--- src/pkg/dec_defines.vh ---
`ifndef DEC_DEFINES_VH
`define DEC_DEFINES_VH

// Register byte offsets.
`define DEC_OFS_CNT1 5'h00
`define DEC_OFS_CNT2 5'h04
`define DEC_OFS_MODE 5'h08
`define DEC_OFS_STAT 5'h0C
`define DEC_ADDR_W 5

// Main counter field layout, relative to the channel base.
`define DEC_CH_STRIDE 12
`define DEC_F_DEC 0
`define DEC_F_TRG 2
`define DEC_F_TM 4
`define DEC_F_DIR 6
`define DEC_F_POL 7
`define DEC_F_EN 8
`define DEC_F_RRST 9

// Common and reference counter bits of the mode register.
`define DEC_B_DIN_EDGE 22
`define DEC_F_RDEC 26
`define DEC_B_RDIR 28
`define DEC_B_RPOL 29
`define DEC_B_RTMR 30
`define DEC_B_REN 31
`define DEC_MODE_RST 32'h0000_0000

// Status register layout; channel bits relative to the channel base, reference bits absolute.
`define DEC_S_RUN 1
`define DEC_S_STOP 2
`define DEC_S_NEMPTY 3
`define DEC_S_OVF 4
`define DEC_S_RRUN 27
`define DEC_S_RSTOP 28

// Decoding and trigger encodings.
`define DEC_DEC_X1 2'h0
`define DEC_DEC_X2 2'h1
`define DEC_DEC_X4 2'h2
`define DEC_DEC_EVT 2'h3
`define DEC_TRG_SOFT 2'h0
`define DEC_TRG_DIR 2'h1
`define DEC_TRG_REF 2'h2
`define DEC_TRG_DIN 2'h3

// Widths and depths.
`define DEC_CNT_W 32
`define DEC_REF_W 16
`define DEC_FIFO_D 32
`define DEC_FIFO_AW 5

// Timing: clock, slow timebase and fastest reference timer rate in Hz.
`define DEC_CLK_HZ 10000000
`define DEC_TB_SLOW_HZ 5000000
`define DEC_REF_MAX_HZ 20000
`define DEC_TB_DIV (`DEC_CLK_HZ / `DEC_TB_SLOW_HZ)
`define DEC_REF_TICKS (`DEC_CLK_HZ / `DEC_REF_MAX_HZ)
`define DEC_REF_TW 9

`endif

--- src/verilog/dec_core.v ---
`include "dec_defines.vh"

module dec_core (
  // Clock and reset
  input wire clk,
  input wire sys_rst,
  // Register port behind the bus target controller
  input wire [`DEC_ADDR_W-1:0] reg_addr,
  input wire reg_wr,
  input wire reg_rd,
  input wire [31:0] reg_wdata,
  output reg [31:0] reg_rdata,
  output reg reg_ack,
  // Encoder inputs of counter one
  input wire enc1_a,
  input wire enc1_b,
  input wire enc1_z,
  // Encoder inputs of counter two
  input wire enc2_a,
  input wire enc2_b,
  input wire enc2_z,
  // Reference encoder inputs
  input wire ref_a,
  input wire ref_b,
  input wire ref_z,
  // Digital inputs, active high
  input wire [3:0] din,
  // Reference counter value
  output reg [`DEC_REF_W-1:0] ref_count
);

  // Returns {step, up} from previous and present {A, B} levels.
  function [1:0] quad_step;
    input [1:0] prev;
    input [1:0] cur;
    input [1:0] mode;
    reg a_rise;
    reg a_chg;
    reg b_chg;
    begin
      a_rise = cur[1] & ~prev[1];
      a_chg = cur[1] ^ prev[1];
      b_chg = cur[0] ^ prev[0];
      case (mode)
        `DEC_DEC_X1: quad_step = {a_rise, ~cur[0]};
        `DEC_DEC_X2: quad_step = {a_chg, cur[1] ^ cur[0]};
        `DEC_DEC_X4:
          quad_step = {a_chg ^ b_chg, a_chg ? (cur[1] ^ cur[0]) :
                       ~(cur[1] ^ cur[0])};
        `DEC_DEC_EVT: quad_step = {a_rise, 1'b1};
        default: quad_step = 2'h0;
      endcase
    end
  endfunction

  localparam NIN = 13;

  reg [31:0] mode_reg;
  // Pins are asynchronous: s1 feeds only s2, edges compare s2 with s3.
  reg [NIN-1:0] pin_s1;
  reg [NIN-1:0] pin_s2;
  reg [NIN-1:0] pin_s3;
  reg tb_half;
  reg ref_seen_index;
  reg [`DEC_REF_TW-1:0] ref_tdiv;
  reg ref_evt;
  reg rd_pend;
  reg [`DEC_ADDR_W-1:0] rd_addr;
  reg [1:0] rd_popped;
  wire [NIN-1:0] pin_raw;
  wire din0_edge;
  wire [1:0] ref_st;
  wire ref_step;
  wire ref_up;
  wire ref_clr;
  wire ref_en;
  wire [1:0] fifo_nempty;
  wire [1:0] fifo_ovf;
  wire [1:0] fifo_pop;
  wire [2*`DEC_CNT_W-1:0] fifo_dout;
  wire [31:0] status;

  assign pin_raw = {din, ref_z, ref_b, ref_a,
                    enc2_z, enc2_b, enc2_a, enc1_z, enc1_b, enc1_a};

  always @(posedge clk)
  begin
    if (sys_rst)
    begin
      pin_s1 <= {NIN{1'b0}};
      pin_s2 <= {NIN{1'b0}};
      pin_s3 <= {NIN{1'b0}};
      tb_half <= 1'b0;
    end
    else
    begin
      pin_s1 <= pin_raw;
      pin_s2 <= pin_s1;
      pin_s3 <= pin_s2;
      tb_half <= ~tb_half;
    end
  end

  // Inputs are active high, so a rising edge is the asserting edge.
  assign din0_edge = mode_reg[`DEC_B_DIN_EDGE] ?
                     (pin_s3[9] & ~pin_s2[9]) :
                     (pin_s2[9] & ~pin_s3[9]);

  // Register writes; the mode register steers every counter.
  always @(posedge clk)
  begin
    if (sys_rst)
    begin
      mode_reg <= `DEC_MODE_RST;
    end
    else if (reg_wr && reg_addr == `DEC_OFS_MODE)
    begin
      mode_reg <= reg_wdata;
    end
  end

  // Reference counter: incremental encoder or periodic timer.
  assign ref_st = quad_step({pin_s3[6], pin_s3[7]}, {pin_s2[6], pin_s2[7]},
                            mode_reg[`DEC_F_RDEC+1:`DEC_F_RDEC]);
  assign ref_en = mode_reg[`DEC_B_REN];
  assign ref_step = ref_st[1] & ref_en;
  assign ref_up = ref_st[0] ^ mode_reg[`DEC_B_RDIR];
  assign ref_clr = pin_s2[8] ^ mode_reg[`DEC_B_RPOL];

  always @(posedge clk)
  begin
    if (sys_rst)
    begin
      ref_count <= {`DEC_REF_W{1'b0}};
      ref_seen_index <= 1'b0;
      ref_tdiv <= {`DEC_REF_TW{1'b0}};
      ref_evt <= 1'b0;
    end
    else if (mode_reg[`DEC_B_RTMR])
    begin
      ref_seen_index <= 1'b0;
      ref_evt <= 1'b0;
      if (ref_en)
      begin
        if (ref_tdiv == `DEC_REF_TICKS - 1)
        begin
          ref_tdiv <= {`DEC_REF_TW{1'b0}};
          ref_count <= ref_count + 1'b1;
          ref_evt <= 1'b1;
        end
        else
        begin
          ref_tdiv <= ref_tdiv + 1'b1;
        end
      end
    end
    else
    begin
      ref_tdiv <= {`DEC_REF_TW{1'b0}};
      ref_evt <= ref_step & ref_seen_index;
      if (ref_clr)
      begin
        ref_count <= {`DEC_REF_W{1'b0}};
        ref_seen_index <= 1'b1;
      end
      else if (ref_step)
      begin
        ref_count <= ref_up ? ref_count + 1'b1 : ref_count - 1'b1;
      end
    end
  end

  genvar gi;
  generate
    for (gi = 0; gi < 2; gi = gi + 1)
    begin : ch
      localparam B = gi * `DEC_CH_STRIDE;
      reg [`DEC_CNT_W-1:0] cnt;
      reg last_up;
      reg ovf;
      wire [1:0] st;
      wire en;
      wire step;
      wire up;
      wire idx_clr;
      wire tmode;
      wire tb_tick;
      wire preset;
      wire soft_latch;
      reg trig;
      wire fire;
      wire in_ready;

      assign en = mode_reg[B+`DEC_F_EN];
      assign st = quad_step({pin_s3[3*gi], pin_s3[3*gi+1]},
                            {pin_s2[3*gi], pin_s2[3*gi+1]},
                            mode_reg[B+`DEC_F_DEC+1:B+`DEC_F_DEC]);
      assign step = st[1] & en;
      assign up = st[0] ^ mode_reg[B+`DEC_F_DIR];
      assign idx_clr = pin_s2[3*gi+2] ^ mode_reg[B+`DEC_F_POL];
      assign tmode = mode_reg[B+`DEC_F_TM+1];
      assign tb_tick = mode_reg[B+`DEC_F_TM] | tb_half;
      assign preset = reg_wr && reg_addr == (gi ? `DEC_OFS_CNT2 :
                                             `DEC_OFS_CNT1);
      assign soft_latch = reg_wr && reg_addr == `DEC_OFS_STAT &&
                          reg_wdata[gi];

      always @*
      begin
        case (mode_reg[B+`DEC_F_TRG+1:B+`DEC_F_TRG])
          `DEC_TRG_SOFT: trig = 1'b0;
          `DEC_TRG_DIR: trig = step & (up != last_up);
          `DEC_TRG_REF: trig = ref_evt;
          `DEC_TRG_DIN: trig = din0_edge;
          default: trig = 1'b0;
        endcase
      end

      // Time mode captures the interval on every evaluated edge.
      assign fire = soft_latch | (tmode ? step : trig);

      always @(posedge clk)
      begin
        if (sys_rst)
        begin
          cnt <= {`DEC_CNT_W{1'b0}};
          last_up <= 1'b1;
        end
        else
        begin
          if (step)
          begin
            last_up <= up;
          end
          // Preset is taken even while running; software stops first.
          if (preset)
          begin
            cnt <= reg_wdata;
          end
          else if (idx_clr || (ref_evt && mode_reg[B+`DEC_F_RRST]))
          begin
            cnt <= {`DEC_CNT_W{1'b0}};
          end
          else if (tmode)
          begin
            if (step)
            begin
              // The tick of the step edge opens the next interval.
              cnt <= {{(`DEC_CNT_W-1){1'b0}}, tb_tick};
            end
            else if (en && tb_tick)
            begin
              cnt <= cnt + 1'b1;
            end
          end
          else if (step)
          begin
            cnt <= up ? cnt + 1'b1 : cnt - 1'b1;
          end
        end
      end

      // A capture refused by a full FIFO is lost and flagged; set wins.
      // The flag clears on the edge that samples status, so the read sees it.
      always @(posedge clk)
      begin
        if (sys_rst)
        begin
          ovf <= 1'b0;
        end
        else if (fire && !in_ready)
        begin
          ovf <= 1'b1;
        end
        else if (rd_pend && rd_addr == `DEC_OFS_STAT)
        begin
          ovf <= 1'b0;
        end
      end

      assign fifo_ovf[gi] = ovf;
      assign fifo_pop[gi] = reg_rd &&
                            reg_addr == (gi ? `DEC_OFS_CNT2 : `DEC_OFS_CNT1);

      dec_fifo #(
        .W(`DEC_CNT_W),
        .D(`DEC_FIFO_D),
        .AW(`DEC_FIFO_AW)
      ) u_fifo (
        .clk(clk),
        .sys_rst(sys_rst),
        .in_valid(fire),
        .in_ready(in_ready),
        .in_data(cnt),
        .out_valid(fifo_nempty[gi]),
        .out_ready(fifo_pop[gi]),
        .out_data(fifo_dout[gi*`DEC_CNT_W +: `DEC_CNT_W])
      );

      assign status[B+`DEC_S_NEMPTY:B] = {fifo_nempty[gi], ~en, en, 1'b0};
      assign status[B+`DEC_S_OVF] = ovf;
      assign status[B+`DEC_CH_STRIDE-1:B+`DEC_S_OVF+1] = 7'h00;
    end
  endgenerate

  assign status[25:24] = 2'h0;
  assign status[26] = 1'b0;
  assign status[`DEC_S_RRUN] = ref_en;
  assign status[`DEC_S_RSTOP] = ~ref_en;
  assign status[31:29] = 3'h0;

  // Reads answer two cycles after the strobe: the FIFO head is registered.
  always @(posedge clk)
  begin
    if (sys_rst)
    begin
      rd_pend <= 1'b0;
      rd_addr <= {`DEC_ADDR_W{1'b0}};
      rd_popped <= 2'h0;
      reg_rdata <= 32'h0000_0000;
      reg_ack <= 1'b0;
    end
    else
    begin
      rd_pend <= reg_rd;
      rd_addr <= reg_addr;
      rd_popped <= fifo_pop & fifo_nempty;
      reg_ack <= rd_pend | reg_wr;
      if (rd_pend)
      begin
        case (rd_addr)
          `DEC_OFS_CNT1:
            reg_rdata <= rd_popped[0] ? fifo_dout[31:0] :
                         32'h0000_0000;
          `DEC_OFS_CNT2:
            reg_rdata <= rd_popped[1] ? fifo_dout[63:32] :
                         32'h0000_0000;
          `DEC_OFS_MODE: reg_rdata <= mode_reg;
          `DEC_OFS_STAT: reg_rdata <= status;
          default: reg_rdata <= 32'h0000_0000;
        endcase
      end
    end
  end

endmodule // dec_core

--- src/verilog/dec_fifo.v ---
module dec_fifo #(
  parameter W = 32,
  parameter D = 32,
  parameter AW = 5
) (
  // Clock and reset
  input wire clk,
  input wire sys_rst,
  // Fill side
  input wire in_valid,
  output wire in_ready,
  input wire [W-1:0] in_data,
  // Drain side; out_data is registered and updates after a pop
  output wire out_valid,
  input wire out_ready,
  output reg [W-1:0] out_data
);

  reg [W-1:0] mem [0:D-1];
  reg [AW-1:0] wptr;
  reg [AW-1:0] rptr;
  reg [AW:0] fill;
  wire push;
  wire pop;

  assign in_ready = (fill != D[AW:0]);
  assign out_valid = (fill != {(AW+1){1'b0}});
  assign push = in_valid & in_ready;
  assign pop = out_valid & out_ready;

  always @(posedge clk)
  begin
    if (push)
    begin
      mem[wptr] <= in_data;
    end
  end

  always @(posedge clk)
  begin
    if (sys_rst)
    begin
      wptr <= {AW{1'b0}};
      rptr <= {AW{1'b0}};
      fill <= {(AW+1){1'b0}};
      out_data <= {W{1'b0}};
    end
    else
    begin
      if (push)
      begin
        wptr <= wptr + 1'b1;
      end
      if (pop)
      begin
        rptr <= rptr + 1'b1;
        out_data <= mem[rptr];
      end
      fill <= fill + {{AW{1'b0}}, push} - {{AW{1'b0}}, pop};
    end
  end

endmodule // dec_fifo

--- config.mk ---
export PLATFORM = sky130hd
export DESIGN_NAME = dec_core
export DESIGN_NICKNAME = d
export VERILOG_FILES = /design/src/verilog/dec_core.v /design/src/verilog/dec_fifo.v
export VERILOG_INCLUDE_DIRS = /design/src /design/src/pkg
export SDC_FILE = /design/constraint.sdc
export NUM_CORES = 2
export LEC_CHECK = 0
export BUFFER_PORTS_ARGS = -buffer_cell sky130_fd_sc_hd__buf_2
export CAP_MARGIN = 5
export CORE_AREA = 3 3 522 524
export CTS_BUF_LIST = sky130_fd_sc_hd__clkbuf_4
export CTS_CLUSTER_SIZE = 40
export DETAILED_ROUTE_END_ITERATION = 12
export DIE_AREA = 0 0 525 527
export SYNTH_ARGS = -nofsm -noshare
export SYNTH_HDL_FRONTEND = slang
export SYNTH_HIERARCHICAL = 1
export SYNTH_SLANG_ARGS = --single-unit
--- constraint.sdc ---
create_clock -name clk -period 9 [get_ports clk]
set_input_delay 0.45 -clock clk [delete_from_list [all_inputs] [get_ports clk]]
set_output_delay 0.45 -clock clk [all_outputs]
set_load 0.01 [all_outputs]
; ---- Yosys cells after proc, flatten, opt, wreduce, memory -nomap -nowiden
; Memory sizes are Yosys's and may differ from the RTL's. A register that Yosys moved wholly into a read port is not among the register bits.
; Index checks and enable logic that the tools add are counted.
; W data, S select, Z words.
[totals]
out_inout_bits = 49
word_cells = 211
ff_bits = 231
in_bits = 54
n_memories = 2
ram_bits = 2048
[op_classes]
eq_ne = 28
n_reduce_logical = 40
bitwise_logic = 55
n_addsub = 15
muxes = 45
[memory_table]
columns = memory, depth, width, read_ports, rd_clocked_by_memory_dff, write_ports, line
row1 = ch[0].u_fifo.mem, 32, 32, 1, 1, 1, dec_fifo.v:19  ; reg [W-1:0] mem [0:D-1];
row2 = ch[1].u_fifo.mem, 32, 32, 1, 1, 1, dec_fifo.v:19
[ops]
columns = cell, n
row1 = $mux W32, 16
row2 = $pmux W32 S4, 1
row3 = $mux W16, 6
row4 = $add A32 B1 Y32 const B, 2
row5 = $sub A32 B1 Y32 const B, 2
row6 = $pmux W2 S4, 3
row7 = $add A5 B1 Y5 const B, 4
row8 = $eq A2 B2 Y1 const B, 10
row9 = $eq A5 B4 Y1 const B, 4
row10 = $xor A1 B1 Y1, 18
row11 = $add A16 B1 Y16 const B, 1
row12 = $mux W1, 16
row13 = $not A1 Y1, 16
row14 = $reduce_bool A4 Y1, 4
row15 = $sub A16 B1 Y16 const B, 1
row16 = $and A1 B1 Y1, 15
row17 = $logic_and A1 B1 Y1, 15
row18 = $add A6 B1 Y6, 2
row19 = $ne A6 B6 Y1 const B, 2
row20 = $reduce_bool A6 Y1, 2
row21 = $sub A6 B1 Y6, 2
row22 = $eq A2 B1 Y1 const B, 5
row23 = $eq A5 B3 Y1 const B, 2
row24 = $logic_not A2 Y1, 5
row25 = 16 further kinds, 29

; ---- Longest topological paths before layout
[logic_depth]
ltp_word = 13
mapped_depth = 22
ltp_nobuf = 21

; ---- Hierarchy
; Netlist, hierarchy kept.
[modules_own_cells]
columns = mod, instances, area_each_um2, cells_each
row1 = dec_fifo (ch[0].u_fifo), 1, 40785.4, 1891
row2 = dec_fifo (ch[1].u_fifo), 1, 40764.1, 1890
row3 = dec_core, 1, 12175.4, 1618

; ---- Least setup slack after synthesis
; Ideal clock, no wire load.
[synth_timing]
kind = reg-to-reg
startpoint = reg pin_s2[0]
endpoint = mem ch[0].u_fifo.mem[11][0], enable pin
t_arrival_ps = 5961
path_slack_ps = 2526
required_time_ps = 8487
setup_time_ps = 513
path_stages_with_launch = 13
path_buffers = 1
path_cell_list = dfxtp_1 ha_1 xnor2_1 a211oi_1 and2_1 xnor3_1 nor3b_1 nor2_1 o21bai_1 and2_1 clkbuf_1 nand2_1 nor4b_1
[synth_between]
elab_chain_cells = 13
[synth_rtl]
columns = element, line
row1 = "start, declared", dec_core.v:61  ; reg [NIN-1:0] pin_s2;
row2 = "start signal, assigned", dec_core.v:91  ; pin_s2 <= {NIN{1'b0}};
row3 = "start signal, assigned", dec_core.v:98  ; pin_s2 <= pin_s1;
row4 = $xor A1 B1 Y1, "dec_core.v:46, dec_core.v:48, dec_core.v:49"
row5 = $not A1 Y1, dec_core.v:49  ; ~(cur[1] ^ cur[0])};
row6 = $mux W1, dec_core.v:48  ; quad_step = {a_chg ^ b_chg, a_chg ? (cur[1] ^ cur[0]) :
row7 = $pmux W2 S4 *, dec_core.v:44  ; case (mode)
row8 = $xor A1 B1 Y1, dec_core.v:199  ; assign up = st[0] ^ mode_reg[B+`DEC_F_DIR];
row9 = $ne A1 B1 Y1, dec_core.v:212  ; `DEC_TRG_DIR: trig = step & (up != last_up);
row10 = $and A1 B1 Y1, dec_core.v:212
row11 = $pmux W1 S4, dec_core.v:210  ; case (mode_reg[B+`DEC_F_TRG+1:B+`DEC_F_TRG])
row12 = $mux W1 *, dec_core.v:220  ; assign fire = soft_latch | (tmode ? step : trig);
row13 = $or A1 B1 Y1 *, dec_core.v:220
row14 = named net ch[0].fire, dec_core.v:191  ; wire fire;
row15 = $and A1 B1 Y1 *, dec_fifo.v:28  ; assign push = in_valid & in_ready;
row16 = $mux W1 *, dec_fifo.v:33  ; if (push)
row17 = $mux W1 (not written as such) *, dec_fifo.v:35  ; mem[wptr] <= in_data;
row18 = "end, declared", dec_fifo.v:19
; The timed path passes the listed nets; every way through them passes the cells marked *.

; ---- Worst setup path in the final report
[layout_timing]
startpoint = reg pin_s3[0]
endpoint = mem ch[0].u_fifo.mem[24][19], enable pin
[layout_between]
elab_chain_cells = 12
[layout_rtl]
columns = element, line
row1 = "start, declared", dec_core.v:62  ; reg [NIN-1:0] pin_s3;
row2 = "start signal, assigned", dec_core.v:92  ; pin_s3 <= {NIN{1'b0}};
row3 = "start signal, assigned", dec_core.v:99  ; pin_s3 <= pin_s2;
row4 = $xor A1 B1 Y1, dec_core.v:42  ; a_chg = cur[1] ^ prev[1];
row5 = $mux W1, dec_core.v:48
row6 = $pmux W2 S4 *, dec_core.v:44
row7 = $xor A1 B1 Y1, dec_core.v:199
row8 = $ne A1 B1 Y1, dec_core.v:212
row9 = $and A1 B1 Y1, dec_core.v:212
row10 = $pmux W1 S4, dec_core.v:210
row11 = $mux W1 *, dec_core.v:220
row12 = $or A1 B1 Y1 *, dec_core.v:220
row13 = named net ch[0].fire, dec_core.v:191
row14 = $and A1 B1 Y1 *, dec_fifo.v:28
row15 = $mux W1 *, dec_fifo.v:33
row16 = $mux W1 (not written as such) *, dec_fifo.v:35
; Marked as above.

==> impl_results.rst <==
.. list-table::
   :header-rows: 1

   * - Metric
     - Value
   * - Status
     - finished clean
   * - Number of sinks on the clock net
     - about 2,300
   * - Cells after synthesis
     - approximately 5,400
   * - Clk buf depth
     - 4
   * - Storage cell area
     - a little under 0.07 mm²
   * - CTS clk-pin slew, worst paths
     - around 0.060 ns
   * - Arithmetic-cell share of the synthesized area counting full adders, half adders and majority gates
     - 0.5500%
   * - Total wire length
     - roughly 240,000 µm
   * - Fraction of the core area covered by cells at the end of the flow
     - 40.08%
   * - Worst-Margin Slew
     - between 1 and 1.5 ns
   * - Share of post-route cells with drive strength above 1
     - between 20% and 30%
   * - Antenna violations before repair
     - 21
   * - Yosys warnings
     - 6
   * - Number of nets in the final layout
     - roughly 6,100
   * - Multiplexer fraction of the synthesized cell area
     - 12.40%
   * - Final worst setup slack
     - 3.651 ns
   * - Initial standard-cell utilization of the core
     - a little over a third
   * - Core Region
     - about 0.27 mm²
   * - Routed Antenna Nets
     - 0
   * - Top FF cell, synth
     - sky130_fd_sc_hd__edfxtp_1
   * - Post-synthesis cell area
     - 0.09372 mm²
   * - Final hold violation count
     - 0
   * - Most common library cell in the layout ignoring fill and taps
     - sky130_fd_sc_hd__edfxtp_1
   * - Worst path required time
     - 9.84 ns
   * - Post-layout instance count excluding filler cells
     - between 9,000 and 10,000
   * - Lkg Pwr
     - 34.41 nW
   * - Area of combinational cells with multiple inputs
     - roughly 0.025 mm²
   * - Via-to-Cell Ratio
     - between 5 and 6
   * - TritonCTS clock tree
     - yes
   * - Die Y
     - around 530 µm
   * - Number of inserted filler cells in the final layout
     - roughly 24,000
   * - Peak VDD IR
     - roughly 120 µV
   * - CP Capture Type
     - flop
   * - Combinational family with the most area after synthesis
     - multiplexers
   * - Synth cell types
     - 91
   * - Top flop regs
     - ch.u_fifo/mem: 2048 flops, ch.cnt: 64 flops, ch.u_fifo/out_data: 64 flops
   * - Sum of overflow across all layers after global routing
     - 0
   * - Vias after detailed routing
     - 54,030
   * - Iter 0 DRT Violations
     - 4,890
   * - Clock latency on the worst-skew pair
     - roughly 1.3 ns
   * - Commonest non-fill, non-tap cells in the layout
     - sky130_fd_sc_hd__edfxtp_1 (2,048), sky130_fd_sc_hd__clkbuf_4 (847), sky130_fd_sc_hd__mux4_2 (352), sky130_fd_sc_hd__mux2i_1 (281), sky130_fd_sc_hd__dfxtp_1 (280)
   * - Post-route DRC violation count
     - 0
   * - Placed cell area
     - a little under 0.1 mm²
   * - Final Cell Area
     - approximately 0.11 mm²
   * - Std cell rows
     - 190
   * - Achievable clock frequency
     - 0.1870 GHz
   * - Path category of the worst min-delay check
     - primary input to flop
   * - H-tree levels
     - 6
   * - Yosys reg bits
     - ~2,300
   * - Number of iterations in the first detailed-routing pass
     - 8
   * - Mapped Avg Cell Area
     - 17.36 µm²
   * - Die Span X
     - about 530 µm
   * - Slew headroom
     - a little under an eighth
   * - Maximum number of pins on one net before global-route repair
     - 93
   * - Max FFs per register
     - 2,048
   * - Wire length of the first global-routing pass
     - about 360,000 µm
   * - DP HPWL
     - around 150,000 µm
   * - Startpoint Class
     - flop
   * - Max-cap check violation count
     - 0
   * - Total of endpoints with negative setup slack in the final report
     - 0
   * - Fraction of synthesized cell area in xor and xnor cells
     - less than 1%
   * - Vias in the first global route
     - roughly 55,000
   * - Tightest hold margin
     - 0.1548 ns
   * - Routing usage on met1
     - 22.33%
   * - Aggregate global-route resource usage
     - roughly 17%
   * - RSZ-0062 raised after global routing
     - no
   * - Layout overhead on the synthesized area
     - 14.58%
   * - Die Outline Area
     - about 0.28 mm²
   * - Setup repair bufs after CTS
     - 0
   * - Count of flip-flops with a built-in enable after synthesis
     - roughly 2,000
   * - Final setup skew
     - 0.1107 ns
   * - M3 GR Usage
     - 3.430%
   * - Wire length per cell
     - around 24 µm
   * - Highest-utilization routing layer at the global route stage
     - met2
   * - Root buffer cell
     - sky130_fd_sc_hd__clkbuf_4
   * - Worst Path Class, Setup
     - flop to flop
   * - Share of the synthesized area in compound gates (AO/OA/AOI/OAI)
     - 7.689%
   * - Time the worst path needs with I/O delays and setup
     - between 5 and 6 ns
   * - Final weighted congestion in routability-driven placement
     - 0.8433
   * - Post-synthesis net count
     - 5,493
   * - Max-slew violation total from the final report
     - 0
   * - Number of buffers inserted during clock tree synthesis
     - slightly below 600
   * - Power per unit of standard cell area
     - between 200 and 250 mW/mm²
   * - Final worst-path cycle share
     - about three fifths
   * - Register name with the most flops
     - ch.u_fifo/mem
   * - Post-placement worst setup slack
     - ~3.7 ns
   * - Buffers added on ports
     - 99
   * - Post-Synth Simple-Gate Area
     - under 10%
   * - Crit path DAT
     - 6.19 ns
   * - Sum of negative setup slack
     - 0 ns
   * - Sequential cell area fraction in the yosys report
     - between 70 and 80%
   * - Total design power
     - roughly 22 mW
   * - I/O pin total
     - 103
   * - Placed cells
     - about 8,900
   * - Fraction of synthesis flops using an asynchronous set or reset pin
     - 0%
   * - Met2 track demand over resource in global routing
     - between 20 and 30%
   * - CP max FO
     - 22
-- cells in the mapped netlist, types with 23 or more instances --
cell | count | area, µm²
sky130_fd_sc_hd__xor2_1 | 28 | 245.2
sky130_fd_sc_hd__edfxtp_1 | 2048 | 61500
sky130_fd_sc_hd__ha_1 | 38 | 475.5
sky130_fd_sc_hd__or3_1 | 25 | 156.4
sky130_fd_sc_hd__mux2i_1 | 281 | 2813
sky130_fd_sc_hd__nor3_1 | 55 | 275.3
sky130_fd_sc_hd__nand2_1 | 198 | 743.2
sky130_fd_sc_hd__a22o_1 | 125 | 1095
sky130_fd_sc_hd__nor2_1 | 258 | 968.4
sky130_fd_sc_hd__a21oi_1 | 264 | 1321
sky130_fd_sc_hd__a31oi_1 | 31 | 193.9
sky130_fd_sc_hd__a2111oi_0 | 29 | 254.0
sky130_fd_sc_hd__and3_1 | 37 | 231.5
sky130_fd_sc_hd__xnor2_1 | 34 | 297.8
sky130_fd_sc_hd__clkbuf_1 | 246 | 923.4
sky130_fd_sc_hd__nand4_1 | 42 | 262.8
sky130_fd_sc_hd__o221ai_1 | 66 | 578.1
sky130_fd_sc_hd__mux4_1 | 32 | 840.8
sky130_fd_sc_hd__buf_4 | 26 | 195.2
sky130_fd_sc_hd__mux4_2 | 352 | 7928
sky130_fd_sc_hd__a222oi_1 | 23 | 230.2
sky130_fd_sc_hd__nor2b_1 | 48 | 300.3
sky130_fd_sc_hd__nand3_1 | 66 | 330.3
sky130_fd_sc_hd__a2111oi_2 | 40 | 600.6
sky130_fd_sc_hd__inv_1 | 55 | 206.5
sky130_fd_sc_hd__o22ai_1 | 67 | 419.2
sky130_fd_sc_hd__dfxtp_1 | 292 | 5846
sky130_fd_sc_hd__buf_2 | 56 | 280.3
sky130_fd_sc_hd__a22oi_1 | 95 | 713.2
sky130_fd_sc_hd__o21ai_0 | 50 | 250.2
sky130_fd_sc_hd__a211oi_1 | 31 | 232.7
sky130_fd_sc_hd__nor4_1 | 39 | 244.0
-- power by group --
group / switching, mW / internal [mW]
Combinational: 0.516 / 0.256
Sequential: 0.0399 / 11.8
Clock: 4.19 / 4.76
Total: 4.75 / 16.8
-- per-layer routing --
metal / up-vias / part of all wire [%]
met4: 6 / 2.8
met3: 421 / 6.7
met1: 27840 / 41
met5: - / 0.016
li1: 23700 / -
met2: 2058 / 49
-- path summary, 6_finish.rpt --
path,slack (ns),end,startpoint,cells past startpoint
max,3.65,ch[0].u_fifo/mem[24][19],pin_s3[0],13
min,0.15,mode_reg[31],reg_wdata[31],4
max reg2reg,3.65,ch[0].u_fifo/mem[24][19],pin_s3[0],13
min reg2reg,0.44,pin_s2[8],pin_s1[8],1
-- cells by family after synthesis --
family	Yosys count
XOR/XNOR	67
AND/OR/NAND/NOR	890
multiplexers	669
AO/OA/AOI/OAI	975
buffers and inverters	418
adder cells (fa/ha/maj)	40
flip-flops	2340
-- repair_timing --
item                                   4_1_cts  5_1_grt
endpoints found under the hold margin      152        0
hold buffers                                79        0
gates resized for setup                      0        0
-- worst max-delay path, stage by stage, from the launching register on --
cell,delay (ns)
sky130_fd_sc_hd__dfxtp_1,0.31
sky130_fd_sc_hd__inv_1,0.04
sky130_fd_sc_hd__ha_1,0.32
sky130_fd_sc_hd__xnor2_1,0.16
sky130_fd_sc_hd__a211oi_1,0.41
sky130_fd_sc_hd__and2_1,0.23
sky130_fd_sc_hd__xnor3_1,0.22
sky130_fd_sc_hd__nor3b_1,0.28
sky130_fd_sc_hd__nor2_1,0.08
sky130_fd_sc_hd__o21bai_1,0.14
sky130_fd_sc_hd__and2_1,0.58
sky130_fd_sc_hd__nand2_1,0.61
sky130_fd_sc_hd__nor3_2,1.05
sky130_fd_sc_hd__buf_4,0.52
-- cell type report --
cell class | count | share of cell area (%)
sequential | 2340 | 62.74
multi-input combinational | 2641 | 23.34
clock buffer | 847 | 5.921
tap | 3552 | 4.139
timing repair buffer | 389 | 2.730
clock inverter | 131 | 0.9111
inverter | 57 | 0.1992
antenna | 8 | 0.01864
(Power assumes the default switching activity.)
